### config.mk
export PLATFORM = sky130hd
export DESIGN_NAME = rtu_core
export DESIGN_NICKNAME = d
export VERILOG_FILES = /design/src/rtu_pkg.sv /design/src/rtu_core.sv /design/src/rtu_qphase.sv
export SDC_FILE = /design/constraint.sdc
export NUM_CORES = 1
export LEC_CHECK = 0
export ABC_AREA = 1
export ABC_CLOCK_PERIOD_IN_PS = 4600
export BUFFER_PORTS_ARGS = -buffer_cell sky130_fd_sc_hd__buf_2
export CORE_AREA = 3 3 165 167
export CTS_CLUSTER_SIZE = 40
export DETAILED_ROUTE_END_ITERATION = 10
export DIE_AREA = 0 0 168 170
export SYNTH_ARGS = -nofsm -noshare
export SYNTH_HDL_FRONTEND = slang
export SYNTH_SLANG_ARGS = --single-unit
### constraint.sdc
create_clock -name ref_clk -period 4.6 [get_ports ref_clk]
set_clock_uncertainty 0.05 [all_clocks]
set_input_delay 1.38 -clock ref_clk [delete_from_list [all_inputs] [get_ports ref_clk]]
set_output_delay 1.38 -clock ref_clk [all_outputs]
set_load 0.02 [all_outputs]
### src/rtu_pkg.sv
/*
  Shared constants for the return instruction unit: opcode patterns,
  context register slots, operating states and reset values.
  Assumes a 16-bit instruction word and one 8-bit byte per context slot.
*/
package rtu_pkg;
  // Opcode patterns, flag bit masked off (upper 15 bits compared); literal return compares upper 8 bits
  localparam logic [14:0] RTU_OP_IRET_HI = 15'h0008;
  // Subroutine return: upper twelve bits 0x010, bits 3:1 fixed at zero
  localparam logic [14:0] RTU_OP_SRET_HI = 15'h0080;
  localparam logic [7:0]  RTU_OP_LRET_HI = 8'h0c;
  localparam int          RTU_FLAG_BIT   = 0;

  // Context slots in the restore bus, one byte each
  localparam int RTU_CTX_N      = 13;
  localparam int RTU_SLOT_WORK  = 0;
  localparam int RTU_SLOT_STAT  = 1;
  localparam int RTU_SLOT_BANK  = 2;
  localparam int RTU_SLOT_P0H   = 3;
  localparam int RTU_SLOT_P0L   = 4;
  localparam int RTU_SLOT_P1H   = 5;
  localparam int RTU_SLOT_P1L   = 6;
  localparam int RTU_SLOT_P2H   = 7;
  localparam int RTU_SLOT_P2L   = 8;
  localparam int RTU_SLOT_PROD_HI = 9;
  localparam int RTU_SLOT_PROD_LO = 10;
  localparam int RTU_SLOT_PCLH  = 11;
  localparam int RTU_SLOT_PCLU  = 12;

  // Operating state field values
  localparam logic [1:0] RTU_CPU_MAIN = 2'h0;
  localparam logic [1:0] RTU_CPU_LOW  = 2'h1;
  localparam int         RTU_CPU_HIGH_BIT = 1;

  // Reset value, document PC width, quarter phases per cycle
  localparam logic [1:0] RTU_STAT_RST = 2'h0;
  localparam int         RTU_PC_W_DOC = 21;
  localparam int         RTU_Q_PHASES = 4;

  typedef enum logic [2:0] {
    RTU_ST_IDLE = 3'h1,
    RTU_ST_EXEC = 3'h2,
    RTU_ST_NOP  = 3'h4
  } rtu_state_t;

  typedef enum logic [2:0] {
    RTU_OP_NONE = 3'h1,
    RTU_OP_IRET = 3'h2,
    RTU_OP_LRET = 3'h4
  } rtu_kind_t;
endpackage

### src/rtu_core.sv
/*
  Return instruction unit: executes interrupt return, literal return and
  subroutine return. Drives the program counter, stack pop, context
  restore bus, interrupt enable set pulses and the operating state field.
  Assumes the decoder presents a word with instr_valid on the Q1 enable,
  and that stack, shadow sets and interrupt controller sample the pulses.
*/
// Operation
// - Interrupt return pops the stack and loads the popped top into PC.
// - Interrupt return sets high or low global enable at Q4, cycle one.
// - Flagged interrupt return restores all thirteen context registers.
// - Two shadow sets, main and low; pick one by operating state.
// - Unflagged interrupt return writes no context; only PC, stack, enable and state.
// - Interrupt return updates the two-bit operating state field only.
// - Literal return writes its byte to working register; two cycles.
// - Literal return loads PC from stack top; PC latches untouched.
// - Subroutine return pops stack into PC over two cycles.
// - Flagged subroutine return restores working, status, bank from fast.
// - Unflagged subroutine return leaves working, status, bank alone.
`timescale 1ns/1ps
module rtu_core
  import rtu_pkg::*;
#(
  parameter int PC_W = RTU_PC_W_DOC
)(
  input  wire logic                   ref_clk,
  input  wire logic                   rst_n,
  input  wire logic                   instr_valid,
  input  wire logic [15:0]            instr_word,
  input  wire logic [PC_W-1:0]        stack_top,
  input  wire logic [1:0]             cpu_state,
  input  wire logic [1:0]             resume_state,
  input  wire logic [RTU_CTX_N*8-1:0] shadow_main,
  input  wire logic [RTU_CTX_N*8-1:0] shadow_low,
  input  wire logic [7:0]             fast_shadow_working,
  input  wire logic [7:0]             fast_shadow_status,
  input  wire logic [7:0]             fast_shadow_bank,
  output logic [PC_W-1:0]             pc_q,
  output logic                        pc_load_q,
  output logic                        stack_pop_q,
  output logic [RTU_CTX_N*8-1:0]      ctx_data_q,
  output logic [RTU_CTX_N-1:0]        ctx_we_q,
  output logic                        global_irq_en_high_q,
  output logic                        global_irq_en_low_q,
  output logic [1:0]                  stat_q,
  output logic                        stat_we_q,
  output logic                        busy_q
);
  if (PC_W < 1 || PC_W > RTU_PC_W_DOC) begin : g_chk
    $error("rtu_core: PC_W out of range");
  end

  logic q1_en;
  logic q4_en;

  rtu_qphase rtu_qphase_i (
    .ref_clk (ref_clk),
    .rst_n   (rst_n),
    .q1_en   (q1_en),
    .q4_en   (q4_en)
  );

  rtu_state_t              state_q, state_d;
  rtu_kind_t               kind_q, kind_d;
  logic                    flag_q, flag_d;
  logic [7:0]              lit_q, lit_d;
  logic [PC_W-1:0]         pc_d;
  logic                    pc_load_d;
  logic [RTU_CTX_N*8-1:0]  ctx_data_d;
  logic [RTU_CTX_N-1:0]    ctx_we_d;
  logic                    gie_h_d, gie_l_d;
  logic [1:0]              stat_d;
  logic                    stat_we_d;
  logic                    is_iret, is_sret, is_lret;
  logic [RTU_CTX_N-1:0]    fast_mask;

  // Opcode decode; subroutine return carries its flag in bit 0
  assign is_iret = (instr_word[15:1] == RTU_OP_IRET_HI);
  assign is_sret = (instr_word[15:1] == RTU_OP_SRET_HI);
  assign is_lret = (instr_word[15:8] == RTU_OP_LRET_HI);
  assign fast_mask = RTU_CTX_N'(7);  // working, status, bank slots

  // Sequencer and execute; all effects land on the Q4 of cycle one,
  // cycle two is a dead cycle so the fetch pipeline can refill
  always_comb begin
    state_d    = state_q;
    kind_d     = kind_q;
    flag_d     = flag_q;
    lit_d      = lit_q;
    pc_d       = pc_q;
    pc_load_d  = 1'b0;
    ctx_data_d = ctx_data_q;
    ctx_we_d   = '0;
    gie_h_d    = 1'b0;
    gie_l_d    = 1'b0;
    stat_d     = stat_q;
    stat_we_d  = 1'b0;
    case (state_q)
      RTU_ST_IDLE: begin
        if (q1_en && instr_valid && (is_iret || is_sret || is_lret)) begin
          state_d = RTU_ST_EXEC;
          kind_d  = is_iret ? RTU_OP_IRET :
                    (is_lret ? RTU_OP_LRET : RTU_OP_NONE);
          flag_d  = !is_lret && instr_word[RTU_FLAG_BIT];
          lit_d   = instr_word[7:0];
        end
      end
      RTU_ST_EXEC: begin
        if (q4_en) begin
          state_d   = RTU_ST_NOP;
          pc_d      = stack_top;
          pc_load_d = 1'b1;
          case (kind_q)
            RTU_OP_IRET: begin
              gie_h_d   = cpu_state[RTU_CPU_HIGH_BIT];
              gie_l_d   = !cpu_state[RTU_CPU_HIGH_BIT];
              stat_d    = resume_state;
              stat_we_d = 1'b1;
              if (flag_q) begin
                // Set is chosen by the state being resumed
                ctx_data_d = (resume_state == RTU_CPU_LOW) ?
                             shadow_low : shadow_main;
                ctx_we_d   = '1;
              end
            end
            RTU_OP_LRET: begin
              // Only the working slot is written; latches keep value
              ctx_data_d[RTU_SLOT_WORK*8 +: 8] = lit_q;
              ctx_we_d[RTU_SLOT_WORK] = 1'b1;
            end
            default: begin
              if (flag_q) begin
                ctx_data_d[RTU_SLOT_WORK*8 +: 8] = fast_shadow_working;
                ctx_data_d[RTU_SLOT_STAT*8 +: 8] = fast_shadow_status;
                ctx_data_d[RTU_SLOT_BANK*8 +: 8] = fast_shadow_bank;
                ctx_we_d = fast_mask;
              end
            end
          endcase
        end
      end
      RTU_ST_NOP: begin
        if (q4_en) begin
          state_d = RTU_ST_IDLE;
        end
      end
      default: begin
        state_d = RTU_ST_IDLE;
      end
    endcase
  end

  // Registers; every output is a flop so downstream timing is clean
  always_ff @(posedge ref_clk or negedge rst_n) begin
    if (!rst_n) begin
      state_q              <= RTU_ST_IDLE;
      kind_q               <= RTU_OP_NONE;
      flag_q               <= 1'b0;
      lit_q                <= 8'h00;
      pc_q                 <= '0;
      pc_load_q            <= 1'b0;
      stack_pop_q          <= 1'b0;
      ctx_data_q           <= '0;
      ctx_we_q             <= '0;
      global_irq_en_high_q <= 1'b0;
      global_irq_en_low_q  <= 1'b0;
      stat_q               <= RTU_STAT_RST;
      stat_we_q            <= 1'b0;
      busy_q               <= 1'b0;
    end else begin
      state_q              <= state_d;
      kind_q               <= kind_d;
      flag_q               <= flag_d;
      lit_q                <= lit_d;
      pc_q                 <= pc_d;
      pc_load_q            <= pc_load_d;
      stack_pop_q          <= pc_load_d;
      ctx_data_q           <= ctx_data_d;
      ctx_we_q             <= ctx_we_d;
      global_irq_en_high_q <= gie_h_d;
      global_irq_en_low_q  <= gie_l_d;
      stat_q               <= stat_d;
      stat_we_q            <= stat_we_d;
      busy_q               <= (state_d != RTU_ST_IDLE);
    end
  end
endmodule

### src/rtu_qphase.sv
/*
  Quarter-phase generator: one ref_clk cycle per quarter of an
  instruction cycle, giving one-cycle Q1 and Q4 enable pulses.
  Assumes the core advances only on these enables.
*/
`timescale 1ns/1ps
module rtu_qphase
  import rtu_pkg::*;
(
  input  wire logic ref_clk,
  input  wire logic rst_n,
  output logic      q1_en,
  output logic      q4_en
);
  logic [1:0] phase_q;
  logic [1:0] phase_d;
  logic       q1_d;
  logic       q4_d;

  // Next phase; Q4 enable precedes Q1 so an instruction starts cleanly
  always_comb begin
    phase_d = phase_q + 2'h1;
    q1_d    = (phase_d == 2'h0);
    q4_d    = (phase_d == 2'(RTU_Q_PHASES - 1));
  end

  always_ff @(posedge ref_clk or negedge rst_n) begin
    if (!rst_n) begin
      phase_q <= 2'h0;
      q1_en   <= 1'b0;
      q4_en   <= 1'b0;
    end else begin
      phase_q <= phase_d;
      q1_en   <= q1_d;
      q4_en   <= q4_d;
    end
  end
endmodule
== Yosys cells after proc, flatten, opt, wreduce, memory -nomap -nowiden ==
Cells that the tools add are included.
Storage, ports and cells
  register bits: 164
  output and inout port bits: 146
  logic and storage cells: 75
Cells by class
  add/sub/neg operators: 1
  eq/ne operators: 12
  muxes and demuxes: 28
  bitwise gates (word level): 1
  reduce and logical (&&, ||, !) cells: 15
Operators with widths (count)
  2-to-1 mux 104 bit: 1
  2-to-1 mux 24 bit: 2
  2-to-1 mux 13 bit: 3
  case mux 16 bit (2 select lines): 1
  case mux 12 bit (2 select lines): 1
  2-to-1 mux 3 bit: 6
  case mux 8 bit (2 select lines): 1
  == test 15 x 4 -> 1 bit (second input constant): 1
  == test 15 x 8 -> 1 bit (second input constant): 1
  AND reduction 4 bit: 3
  2-to-1 mux 1 bit: 11
  case mux 3 bit (3 select lines): 1
  == test 8 x 4 -> 1 bit (second input constant): 1
  == test 3 x 2 -> 1 bit (second input constant): 2
  == test 3 bit (second input constant): 2
  AND reduction 2 bit: 2
  == test 3 x 1 -> 1 bit (second input constant): 1
  logical AND 1 bit: 3
  inequality test 3 x 1 -> 1 bit (second input constant): 1
  AND reduction 3 bit: 1
  adder 2 x 1 -> 2 bit (second input constant): 1
  == test 2 x 1 -> 1 bit (second input constant): 1
  == test 2 bit (second input constant): 1
  zero test 1 bit: 2
  6 further kinds: 7

== Depth between registers and ports, before layout ==
Gate-level depths: netlist of run 1.
  word-level depth: 7
  depth in mapped cells: 10
  gate-level depth less buffers: 10

== Hierarchy ==
Synthesis of run 1 repeated with hierarchy kept, for this count alone.
Unflattened totals
  cell total of the unflattened synthesis: 884
  area, all modules: 7514.7 µm²
Modules (own cells, without submodules)
  rtu_core: instances 1, cells each 876, area an instance 7382.1 µm²
  rtu_qphase: instances 1, cells each 8, area an instance 132.6 µm²

== Worst setup path before layout of run 1 ==
No wires, ideal clock.
  path kind: input to register
  start point: in instr_word[13]
  end point: reg kind_q[2]
  arrival: 2.215 ns
  data required time: 4.432 ns
  setup slack: 2.216 ns
  stages: 9
  path through: nor2_1 nand2_1 nor2_1 nand2_1 nand3_1 nand2_1 buf_2 nand2_1 nand2_1
Between the ends
  word-level cells in the longest chain between the ends: 5
RTL lines
  start, declared: RTL line rtu_core.sv:29  | input wire logic [15:0] instr_word,
  == test 15 x 4 -> 1 bit or == test 15 x 8 -> 1 bit (tied branches): RTL line rtu_core.sv:78, rtu_core.sv:79
  logical OR 1 bit (2 in series): RTL line rtu_core.sv:100  | if (q1_en && instr_valid && (is_iret || is_sret || is_lret)) begin
  logical AND 1 bit: RTL line rtu_core.sv:100
  AND reduction 2 bit (no source line)
  end signal, assigned: RTL line rtu_core.sv:172  | kind_q <= kind_d;
  end, declared: RTL line rtu_core.sv:64  | rtu_kind_t kind_q, kind_d;
Parallel ways exist; a longest one is shown, timed or not.
A chain may end at the register's enable or synchronous reset.

== Worst setup path after layout of run 1 ==
  start point: reg kind_q[2]
  end point: reg ctx_data_q[37]
Between the ends
  word-level cells in the longest chain between the ends: 2
RTL lines
  == test 3 x 2 -> 1 bit: RTL line rtu_core.sv:113  | case (kind_q)
  AND reduction 4 bit (no source line)
  end signal, assigned: RTL line rtu_core.sv:178  | ctx_data_q <= ctx_data_d;
  end, declared: RTL line rtu_core.sv:41  | output logic [RTU_CTX_N*8-1:0] ctx_data_q,
No other way between the ends.

==> impl.org, run 1 <==
** Logic synthesis
- Summed instance area of the synthesized netlist :: ~7200 um2
- Synthesis-stage register bit count :: roughly 150
- Yosys printed 0 warnings.
- Share of synthesized area occupied by flip-flops and latches :: between 50% and 60%
- Gate count after technology mapping :: 802
- Synthesized netlist net count :: between 1000 and 1500
- Averaged over all synthesized cells, the footprint is about 9 um2.
- The synthesized netlist contains 27 unique library cells.

** Timing
- Min Clock Period, post-route :: around 2.9 ns
- Number of endpoints failing setup at the final stage :: 0
- At the pin with the least slew margin, the transition time is ~1.1 ns.
- In the post-route analysis, the smallest setup slack over all paths is between 1.5 and 2 ns.
- Remaining max-slew budget at the tightest pin :: 26.6%
- Setup repair after global routing left no endpoint under its margin.
- Number of pins exceeding their max-slew limit in the final report :: 0
- Tcrit/Tclk final :: 63.0%
- For this run, the top clock speed supported by timing is 345 MHz.
- Total negative setup slack :: 0 ns
- The final hold violation count was 0.

** Global route
- The via count of the first global-routing pass came to ~6300.
- First-pass GRT wire length :: approximately 34000 um
- Total global-route track usage :: between 10% and 20%
- The total overflow left after global routing is 0.
- The number of antenna violations at the first check in global routing was 0.
- Entering global routing, the biggest net connects 113 pins.

** Detailed routing
- The detailed router finished its first iteration with 366 violations.
- The routed design has ~23000 um of wire.
- Vias post-DR :: between 6000 and 7000
- Dividing the detail-routed via count by the number of cells gives 4.35.
- In the final routed layout, each cell accounts on average for approximately 15 um.
- The pre-antenna-repair detailed-routing pass consisted of 5 iterations.
- Number of DRC violations after detailed routing :: 0
- Antenna violation net count after detailed routing :: 0

** Clocking
- Post-CTS setup buffer count :: 0
- Cell at the root of the clock tree :: clkbuf_16
- Number of buffers inserted during clock tree synthesis :: 17
- The clock drives 154 sinks.
- TritonCTS built the clock tree.
- Clock transition at the register clock pins on the worst setup and hold paths after CTS :: 0.07 ns
- Latest clock arrival within the worst-skew pair :: around 0.41 ns
- The H-tree was split into 4 levels.
- Hold repair after CTS inserted 0 buffers.
- Buffer depth of the longest clock path :: 2
- After clock tree synthesis, the repair step resized 0 gates.

** Cells and area
- Fillers :: about 2700
- For this run, the share of the core covered by cells in the final layout is about 39%.
- The number of antenna diodes in the final layout is 0.
- In the final layout, the share of cells above drive strength 1 is between 30% and 40%.
- After the last flow step, the layout net total stands at around 1500.
- Number of cells in the finished layout apart from fillers :: approximately 1500
- Signed area change from the synthesized netlist to the final layout :: 40.5%

** Worst hold path
- The worst hold path belongs to the class reg -> reg.

** Placement
- Input/output buffers :: 420
- Worst Setup Slack post-DPL :: around 1.6 ns
- Placed wire-length estimate :: around 17000 um
- Final weighted congestion in routability-driven placement :: around 0.78
- Number of instances in the placed design :: approximately 1500

** Worst setup path
- For this design, the slowest cell found on the critical path is inv_2.
- In this design, the stage delay of the slowest critical-path cell is 0.55 ns.
- The worst setup path is captured at a flip-flop.
- Kind of start point of the critical path :: flip-flop
- Critical setup path kind :: reg -> reg
- Series of cell instances along the critical path :: inv_1 -> nand3_2 -> inv_2 -> nand3_4 -> buf_12 -> nand2_1 -> o21ai_0
- STA puts the critical path data arrival time at 3.12 ns.
- CP required :: 4.83 ns
- Of all nets on the critical path, the largest fanout is 112.

** Floorplanning
- The floorplan step defined a core boundary enclosing 25900 um2.
- Cell row count :: 59
- Once the floorplan was initialized, standard cells occupied 27.8% of the core.
- In this run the vertical extent of the chip is approximately 170 um.
- Count of pins on the block boundary :: about 420
- Horiz. Die Dim :: 168 um
- Die outline area :: approximately 29000 um2

** Status
- The flow ran to the end, and the final reports show no timing, DRC or antenna violations.

** Run
- Across the run, the number of max-cap violations was 0.

** Power and ir drop
- Worst ir drop on vdd :: approximately 0.19 mV
- Total power divided by cell area :: ~300 nW/um2
- The analysis attributes to cell leakage a power of 5.67 nW.
- The design draws 3.07 mW.
-- state kept, by name (all words and copies together), names as in the netlist --
signal,flops
busy_q,1
stack_pop_q,1
flag_q,1
stat_q,2
lit_q,8
kind_q,3
ctx_data_q,104
state_q,3
ctx_we_q,3
rtu_qphase_i.phase_q,2
stat_we_q,1
pc_q,21
rtu_qphase_i.q1_en,1
rtu_qphase_i.q4_en,1
global_irq_en_high_q,1
global_irq_en_low_q,1
-- logic make-up after synthesis --
family,after synthesis,synth area share [%]
compound gates,162,11.4
fa+ha+maj,2,0.348
buf+inv,107,6.76
flops,154,53.6
mux,80,11.1
simple gates,297,16.7
-- stage by stage --
stage               hold slack, ns  instance area (um2)
finish                       0.393                10100
global route                 0.425                10100
CTS                          0.398                10100
detailed placement           0.388                 9520
global placement             0.379                 9520
floorplan                    0.368                 7200
-- area by class of cell --
type	instances	area [um2]	area share, %
Timing Repair Buffer	425	2180	21.6
Sequential cell	154	3860	38.2
Inverter	51	191	1.89
Multi-Input combinational cell	541	2870	28.4
Clock buffer	18	429	4.25
Tap cell	335	419	4.15
Clock inverter	14	160	1.58
-- synthesized netlist by cell type --
master    instances  share of area, %
a21boi_0          1              0.10
buf_4            14               1.5
dfrtp_1         152                53
o211ai_1          2              0.21
buf_2            26               1.8
nand3_1          11              0.77
buf_1             2              0.10
dfstp_2           2              0.73
nand3_2           2              0.28
o21ai_2           1              0.12
nor2_2            1             0.087
inv_1            47               2.5
nand3_4           1              0.24
mux2i_1          80                11
nor4_1            1             0.087
nand4_1           4              0.35
a21oi_1          19               1.3
clkbuf_1         14              0.73
nor2_8            1              0.28
inv_2             4              0.21
ha_1              2              0.35
nor2_1           41               2.1
nor3_4            1              0.23
nand2_1         233                12
o21ai_1          34               2.4
o21ai_0         105               7.3
nor3_2            1              0.14
-- cells in the final DEF, fill, tap and decap left out, types with 3 or more instances in the layout --
| cell type | count |
|---|---|
| buf_2 | 419 |
| nand2_1 | 232 |
| dfrtp_1 | 152 |
| o21ai_0 | 105 |
| mux2i_1 | 80 |
| inv_1 | 47 |
| nor2_1 | 41 |
| o21ai_1 | 34 |
| a21oi_1 | 19 |
| clkbuf_16 | 17 |
| nand3_1 | 11 |
| inv_2 | 4 |
| nand4_1 | 4 |
| inv_6 | 4 |
| buf_12 | 3 |
-- path summary, 6_finish.rpt --
kind	startpoint	end	slack, ns	cells after the start
worst min register to register	rtu_qphase_i.phase_q[0]	rtu_qphase_i.phase_q[0]	0.39	1
worst max register to register	kind_q[2]	ctx_data_q[37]	1.70	7
min in group asynchronous	rst_n	ctx_data_q[36]	0.98	1
worst max-delay path	kind_q[2]	ctx_data_q[37]	1.70	7
worst min-delay path	rtu_qphase_i.phase_q[0]	rtu_qphase_i.phase_q[0]	0.39	1
max in group asynchronous	rst_n	ctx_data_q[29]	2.60	2
-- power breakdown --
group | total, mW | switching [mW] | internal (mW)
clock network | 1.41 | 0.597 | 0.814
registers | 1.37 | 0.00613 | 1.36
logic | 0.285 | 0.146 | 0.140
total | 3.07 | 0.749 | 2.32
-- routing by layer --
layer,GRT usage [%],share of wire [%],routed length (um)
met1,19.5,43,9880
met2,24.8,49,11300
met4,3.52,0.75,173
met3,4.00,7.0,1600
met5,0,0,0
-- critical path: cells and delay by family (launching register included) --
| family | cells | cell delay (ns) |
|---|---|---|
| buffers and inverters | 3 | 1.09 |
| and+or+nand+nor | 3 | 1.07 |
| DFF | 1 | 0.38 |
| AOI/OAI and AO/OA | 1 | 0.09 |
Power figures use the tool's default switching activity.
==> inputs of run 2 (changes only) <==
--- a/config.mk
+++ b/config.mk
@@ -6,7 +6,7 @@
 export NUM_CORES = 1
 export LEC_CHECK = 0
 export ABC_AREA = 1
-export ABC_CLOCK_PERIOD_IN_PS = 4600
+export ABC_CLOCK_PERIOD_IN_PS = 2700
 export BUFFER_PORTS_ARGS = -buffer_cell sky130_fd_sc_hd__buf_2
 export CORE_AREA = 3 3 165 167
 export CTS_CLUSTER_SIZE = 40
==> constraint.sdc (replaced) <==
create_clock -name ref_clk -period 2.7 [get_ports ref_clk]
set_clock_uncertainty 0.05 [all_clocks]
set_input_delay 0.81 -clock ref_clk [delete_from_list [all_inputs] [get_ports ref_clk]]
set_output_delay 0.81 -clock ref_clk [all_outputs]
set_load 0.02 [all_outputs]
==> run 2 against run 1 <==
Global-route usage is 0.47 points higher. Register-to-register slack worse by 1.1 ns. Non-clock buffer count is 10 higher. Clock-buffer cell count is 1 higher. Largest power group is now sequential cells. Hold slack worse by 0.13 ns. Sequential share of layout area is 0.33 points lower. Critical path type unchanged. Fmax is 38% higher. Design area is 0.87% higher.
==> impl.org, run 2 (synthesis results as in run 1) <==
** Status
- Status :: finished clean

** Clocking
- The maximum clock insertion buffer count came to 2 (unchanged).
- The clock-pin slew of the registers on the worst-case setup and hold paths came to 0.07 ns (about the same).
- The H-tree level count is 4 (unchanged).
- TritonCTS built the clock tree.
- # clock sinks :: 154 (unchanged)
- The total setup buffers inserted after CTS came to 0 (unchanged).
- Latest clock arrival within the worst-skew pair :: 0.42 ns (about the same)
- Cell at the root of the clock tree :: clkbuf_16
- The post-cts repair resize count is 0 (unchanged).
- Number of buffers inserted during clock tree synthesis :: 17 (unchanged)
- The number of hold buffers added after CTS was 0 (unchanged).

** Timing
- Min Clock Period, post-route :: 2.11 ns (-0.791 ns)
- Tcrit/Tclk final :: 78.0% (+15 points)
- The final hold violation count is 0 (unchanged).
- The worst relative slew slack is 44.3% (+18 points).
- Peak clock frequency supported by timing :: 475 MHz (+38%)
- Slew @ Worst Pin :: 0.832 ns (-0.266 ns)
- The total count of max-transition violations in the final report came to 0 (unchanged).
- The setup TNS after final layout is 0 ns (unchanged).
- The total of endpoints with negative setup slack in the final report came to 0 (unchanged).
- Final critical-path setup slack :: 0.593 ns (-1.11 ns)
- Setup repair after global routing left no endpoint under its margin.

** Cells and area
- The share of final-layout standard cells stronger than drive strength 1 came to 39.7% (+0.50 points).
- Leading cell type in the layout, fill and taps excluded :: buf_2
- The number of nets in the finished design is 1478 (+0.68%).
- Reg with most FFs :: ctx_data_q
- Final antenna diode count :: 0 (unchanged)
- Number of cells in the finished layout apart from fillers :: 1548 (+0.65%)
- The library cells used most frequently in the layout, excluding fill and tap cells, are 419 x buf_2, 232 x nand2_1, 152 x dfrtp_1, 105 x o21ai_0, 80 x mux2i_1.
- Signed area change from the synthesized netlist to the final layout :: 41.7%
- Max FFs per register :: 104 (unchanged)
- Largest registers :: ctx_data_q (104), pc_q (21), lit_q (8)
- Layout Cell Area excl Fill :: 10200 um2 (+0.87%)

** Power and ir drop
- The maximum VDD drop came to 0.275 mV (+48%).
- The total net switching power came to 1.29 mW (+73%).
- The share of power burned in combinational logic was 9.7% (+0.4 points).
- Power share of the sequential group :: 45.9% (+1.2 points)
- Leakage power :: 5.72 nW (+0.84%)
- The switching power share of the total is 25.4% (+0.98 points).
- Clock power frac :: 44.4% (-1.6 points)
- Internal power :: 3.80 mW (+64%)
- The ratio of total power to cell area was 499 nW/um2 (+64%).

** Global route
- The maximum number of pins on one net before global-route repair came to 59 (-48%).
- Number of antenna violations at the first check in global routing :: 0 (unchanged)
- Total overflow reported by the global router :: 0 (unchanged)
- First-pass GRT wire length :: 35000 um (+3.4%)
- Number of global-route vias before repair :: 6485 (+3.6%)
- The all-layer global routing usage came to 15.3% (+0.47 points).

** Run
- # Max-Cap Violations :: 0 (unchanged)

** Worst setup path
- Critical setup path kind :: reg -> reg
- The worst path required time is 2.98 ns (-1.85 ns).
- Origin of the critical flop-to-flop path :: state_q[0]
- Beginning of the critical path :: state_q[0]
- The critical path arrival is 2.39 ns (-0.73 ns).
- Reg2Reg Capture Point :: ctx_data_q[19]
- Crit path capture type :: flip-flop
- The path depth of the worst reg2reg path is 8 (+1).
- The largest fanout of any net on the critical path was 33 (-71%).
- Flop2flop setup slack :: 0.59 ns (-1.11 ns)
- Kind of start point of the critical path :: flip-flop

** Placement
- Cell area reported after detailed placement :: 9640 um2 (+1.3%)
- The count of port buffers added during placement came to 420 (unchanged).
- Number of instances in the placed design :: 1516 (+0.66%)
- Placed wire-length estimate :: 18000 um (+3.8%)
- The setup slack at placement came to 0.510 ns (-1.04 ns).
- Final weighted congestion in routability-driven placement :: 0.795 (+2.1%)

** Detailed routing
- Pre-antenna DRT Iters :: 5 (unchanged)
- The violation count after the first detailed-route iteration came to 412 (+13%).
- The detail-routed net length per standard cell is 14.9 um (+0.18%).
- Number of DRC violations after detailed routing :: 0 (unchanged)
- Vias post-DR :: 6792 (+1.5%)
- Total wire length :: 23100 um (+0.83%)
- The number of antenna-violating nets in the routed design is 0 (unchanged).
- The routed via count divided by cell count came to 4.39 (+0.87%).

** Floorplanning
- The vertical die dimension was 170 um (unchanged).
- Count of pins on the block boundary :: 422 (unchanged)
- The placeable core area is 25900 um2 (unchanged).
- The area enclosed by the die boundary is 28600 um2 (unchanged).
- Cell row count :: 59 (unchanged)
- Horiz. Die Dim :: 168 um (unchanged)
- The initial core utilization is 27.8% (unchanged).

** Worst hold path
- Type of the worst min-delay path :: in -> async
run 2: cell count changes in the layout (fill, tap and decap cells not counted), sizes merged:
cell / delta
bufinv: -2
buf: +10
clkbuf: +1
clkinvlp: +1
run 2: final cells by class:
cell class	count	area (um2)
Sequential cell	154	3860
Inverter	51	191
Tap cell	335	419
Clock inverter	13	109
Multi-Input combinational cell	541	2870
Fill cell	2651	15700
Timing Repair Buffer	435	2310
Clock buffer	19	443
run 2: through the flow:
stage / hold WS, ns / util (%) / total power, mW
global route: 0.275 / 39.3 / 5.33
floorplan: 0.368 / - / 2.56
CTS: 0.272 / 39.3 / 5.18
detailed placement: 0.387 / 37.2 / 2.88
finish: 0.261 / 39.3 / 5.09
global placement: 0.382 / 37.2 / 2.88
run 2: power by group through the flow:
stage / Combinational (mW) / Clock [mW] / Sequential [mW]
after floorplan: 0.160 / 0 / 2.40
after CTS: 0.504 / 2.34 / 2.34
after global routing: 0.551 / 2.44 / 2.34
final: 0.494 / 2.26 / 2.34
after detailed placement: 0.502 / 0 / 2.38
after global placement: 0.497 / 0 / 2.38
run 2: per-layer routing:
layer	up-vias	global-route usage (%)	wire, um
met5	-	0	0
met4	0	4.02	303
met1	3150	19.7	9800
li1	3392	-	-
met2	233	25.8	11400
met3	17	4.16	1620
run 2: worst max path at each step:
| stage | endpoint | cells past startpoint | slack (ns) |
|---|---|---|---|
| 3_5_place_dp | lit_q[4] | 9 | 0.51 |
| 4_1_cts | ctx_data_q[19] | 8 | 0.51 |
| 6_report | ctx_data_q[19] | 8 | 0.59 |
| 2_1_floorplan | kind_q[2] | 9 | 0.89 |
| 3_3_place_gp | ctx_data_q[8] | 8 | 0.53 |
| 5_1_grt | ctx_data_q[19] | 8 | 0.29 |
run 2: worst max-delay path: stages (launching register included):
cell	delay, ns
dfstp_2	0.36
inv_1	0.12
nand3_4	0.12
nor2_8	0.33
inv_2	0.31
nor3_4	0.20
buf_4	0.33
nand2_1	0.09
o21ai_1	0.09
==> inputs of run 3 (changes only) <==
--- a/config.mk
+++ b/config.mk
@@ -6,7 +6,7 @@
 export NUM_CORES = 1
 export LEC_CHECK = 0
 export ABC_AREA = 1
-export ABC_CLOCK_PERIOD_IN_PS = 2700
+export ABC_CLOCK_PERIOD_IN_PS = 1970
 export BUFFER_PORTS_ARGS = -buffer_cell sky130_fd_sc_hd__buf_2
 export CORE_AREA = 3 3 165 167
 export CTS_CLUSTER_SIZE = 40
==> constraint.sdc (replaced) <==
create_clock -name ref_clk -period 1.97 [get_ports ref_clk]
set_clock_uncertainty 0.05 [all_clocks]
set_input_delay 0.591 -clock ref_clk [delete_from_list [all_inputs] [get_ports ref_clk]]
set_output_delay 0.591 -clock ref_clk [all_outputs]
set_load 0.02 [all_outputs]
==> run 3 against run 2 <==
Design area up 1.7%. Setup slack worse by 0.38 ns. Power up 37%. Combinational power up 42%. Clock-buffer cell count unchanged. Hold slack worse by 0.20 ns. Clock power up 35%. Critical endpoint is now ctx_we_q[7]. Sequential power up 37%. Flip-flop and latch count unchanged. Critical path depth down 7. Utilization up 0.69 points. Non-clock buffer count up 24.
==> impl.org, run 3 (synthesis results as in run 1) <==
** Status
- The flow ran to the end, and the final reports show no timing, DRC or antenna violations.

** Worst setup path
- Crit path capture type :: output pin
- Maximum fanout count along the critical path :: 10 (-70%)
- Buffers & Inverters on Critical Path :: 1 (-2)
- CP required :: 1.33 ns (-1.65 ns)
- The path depth of the worst reg2reg path is 9 (+1).
- Among all stages on the critical path, the largest delay is contributed by dfrtp_1.
- Delay of the slowest cell on the worst path :: 0.48 ns (+0.12 ns)
- The critical path arrival was 1.12 ns (-1.27 ns).
- The worst setup path is launched from a flip-flop.
- Series of cell instances along the critical path :: buf_2
- Grouping stages by cell kind, the critical path spends the most delay in flip-flops.
- Critical setup path kind :: reg -> out
- Number of cells on the critical path :: 1 (-7)

** Timing
- Final hold violation count :: 0 (unchanged)
- Total negative setup slack :: 0 ns (unchanged)
- The worst-case hold slack was 0.0625 ns (-0.199 ns).
- Final critical-path setup slack :: 0.210 ns (-0.382 ns)
- Peak clock frequency supported by timing :: between 500 and 600 MHz
- Number of pins exceeding their max-slew limit in the final report :: 0 (unchanged)
- Of the available clock period, the critical path in the final layout requires 89.3%.
- Setup repair after global routing left no endpoint under its margin.
- Number of endpoints failing setup at the final stage :: 0 (unchanged)
- Slew @ Worst Pin :: 0.540 ns (-0.292 ns)
- Remaining max-slew budget at the tightest pin :: 63.9% (+20 points)
- Min Clock Period, post-route :: 1.76 ns

** Clocking
- CTS HTree Levels :: 4 (unchanged)
- Clock tree synthesis selected as its root buffer the cell clkbuf_16.
- Latest clock arrival within the worst-skew pair :: 0.41 ns (about the same)
- The clock-pin slew of the registers on the worst-case setup and hold paths is 0.07 ns (about the same).
- TritonCTS clock tree :: built
- The total CTS buffers is 17 (unchanged).
- Post-CTS setup buffer count :: 0 (unchanged)
- The number of hold buffers added after CTS is 0 (unchanged).
- The number of clock sinks seen by CTS was 154 (unchanged).
- Buffer depth of the longest clock path :: 2 (unchanged)

** Detailed routing
- The routed via count divided by cell count is 4.40 (+0.31%).
- The number of antenna-violating nets in the routed design was 0 (unchanged).
- Number of DRC violations after detailed-routing iteration 0 :: 339 (-18%)
- Vias post-DR :: 6919 (+1.9%)
- Mean routed wirelength per cell :: 14.9 um (about the same)
- The count of unresolved DRC violations after routing was 0 (unchanged).
- The total iterations of the first detailed-routing run is 5 (unchanged).
- Total wire length :: 23500 um (+1.5%)

** Placement
- The count of port buffers added during placement came to 420 (unchanged).
- Placed wire-length estimate :: 18500 um (+2.8%)
- Worst Setup Slack post-DPL :: 0.0640 ns (-0.446 ns)
- The final weighted congestion in routability-driven placement was 0.794 (about the same).
- The instance area after placement came to 9810 um2 (+1.7%).

** Cells and area
- Count of nets after finishing :: 1502 (+1.6%)
- Commonest cells after routing, fill and taps aside :: 419 x buf_2, 232 x nand2_1, 152 x dfrtp_1, 105 x o21ai_0, 80 x mux2i_1
- Reg with most FFs :: ctx_data_q
- Final antenna diode count :: 0 (unchanged)
- The final cell area excluding filler cells was 10400 um2 (+1.7%).
- Compared with the post-synthesis result, the final layout area differs by 44.1%.
- Largest registers :: ctx_data_q (104), pc_q (21), lit_q (8)
- The share of final-layout standard cells stronger than drive strength 1 came to 40.8% (+1.2 points).
- The library cell used most frequently in the layout, excluding fill and tap cells, is buf_2.
- The flip-flop count of the largest register, all copies and words added is 104 (unchanged).
- Fillers :: 2675 (+0.91%)

** Worst hold path
- Type of the worst min-delay path :: in -> async

** Floorplanning
- The initial core utilization was 27.8% (unchanged).
- The number of standard-cell rows in the floorplan was 59 (unchanged).
- Core area :: 25900 um2 (unchanged)
- Count of pins on the block boundary :: 422 (unchanged)
- Die Span Y :: 170 um (unchanged)
- Die outline area :: 28600 um2 (unchanged)
- Horiz. Die Dim :: 168 um (unchanged)

** Global route
- The overall overflow remaining after global route was 0 (unchanged).
- Total global-route track usage :: 15.7% (+0.30 points)
- Number of global-route vias before repair :: 6778 (+4.5%)
- First-pass GRT wire length :: 35800 um (+2.2%)
- The maximum number of pins on one net before global-route repair came to 61 (+3.4%).
- The number of antenna violations at the first check in global routing is 0 (unchanged).

** Power and ir drop
- The ratio of total power to cell area was 672 nW/um2 (+35%).
- The maximum VDD drop was 0.468 mV (+70%).
- The leakage power summed over all cells was 5.84 nW (+2.1%).
- The total power of the final layout is 6.97 mW (+37%).

** Run
- # Max-Cap Violations :: 0 (unchanged)
run 3: changes by cell type in the layout (fill, tap and decap cells not counted):
cell	change
buf_12	-1
buf_4	+25
inv_6	-2
inv_8	+1
nor3_2	-1
clkinvlp_4	-1
clkinv_4	+2
nor3_4	+1
run 3: timing repair:
item | 4_1_cts | 5_1_grt
endpoints found under the setup margin | 0 | 8
gates resized for setup | 0 | 1
hold endpoints to repair | 0 | 0
run 3: per-stage QoR:
| stage | utilization [%] | instances |
|---|---|---|
| 2_1_floorplan | - | 802 |
| 3_3_place_gp | 37.9 | 1540 |
| 3_5_place_dp | 37.9 | 1540 |
| 4_1_cts | 40.0 | 1572 |
| 5_1_grt | 40.0 | 1572 |
| 6_report | 40.0 | 1572 |
run 3: power by group:
part	internal [mW]	switching (mW)	total, mW
Combinational	0.355	0.348	0.703
Clock	1.68	1.38	3.06
Sequential	3.19	0.0151	3.20
run 3: final timing paths:
kind                                    startpoint                 endpoint  slack (ns)
setup / recovery                      ctx_we_q[11]              ctx_we_q[7]        0.21
hold / removal                               rst_n           ctx_data_q[98]        0.06
setup reg to reg                         kind_q[0]            ctx_data_q[0]        0.24
hold reg to reg            rtu_qphase_i.phase_q[0]  rtu_qphase_i.phase_q[0]        0.39
max in group asynchronous                    rst_n            ctx_data_q[8]        1.24
min in group ref_clk                  stack_top[0]                  pc_q[0]        0.32
run 3: metal layers:
layer  up-vias  global-route usage (%)  wire length, um  part of all wire, %
li1       3454                       -                -                    -
met1      3208                    20.1             9860                   42
met2       237                    26.4            11700                   50
met3        20                    4.04             1660                  7.1
met4         0                    4.20              288                  1.2
met5         -                       0                0                    0
run 3: layout make-up:
cell class,instances,area [um2],area share [%]
clock buffer,19,443,4.27
tap,335,419,4.04
sequential,154,3860,37.2
timing repair buffer,459,2480,23.9
clock inverter,13,113,1.09
multi-input combinational,541,2870,27.7
inverter,51,191,1.85
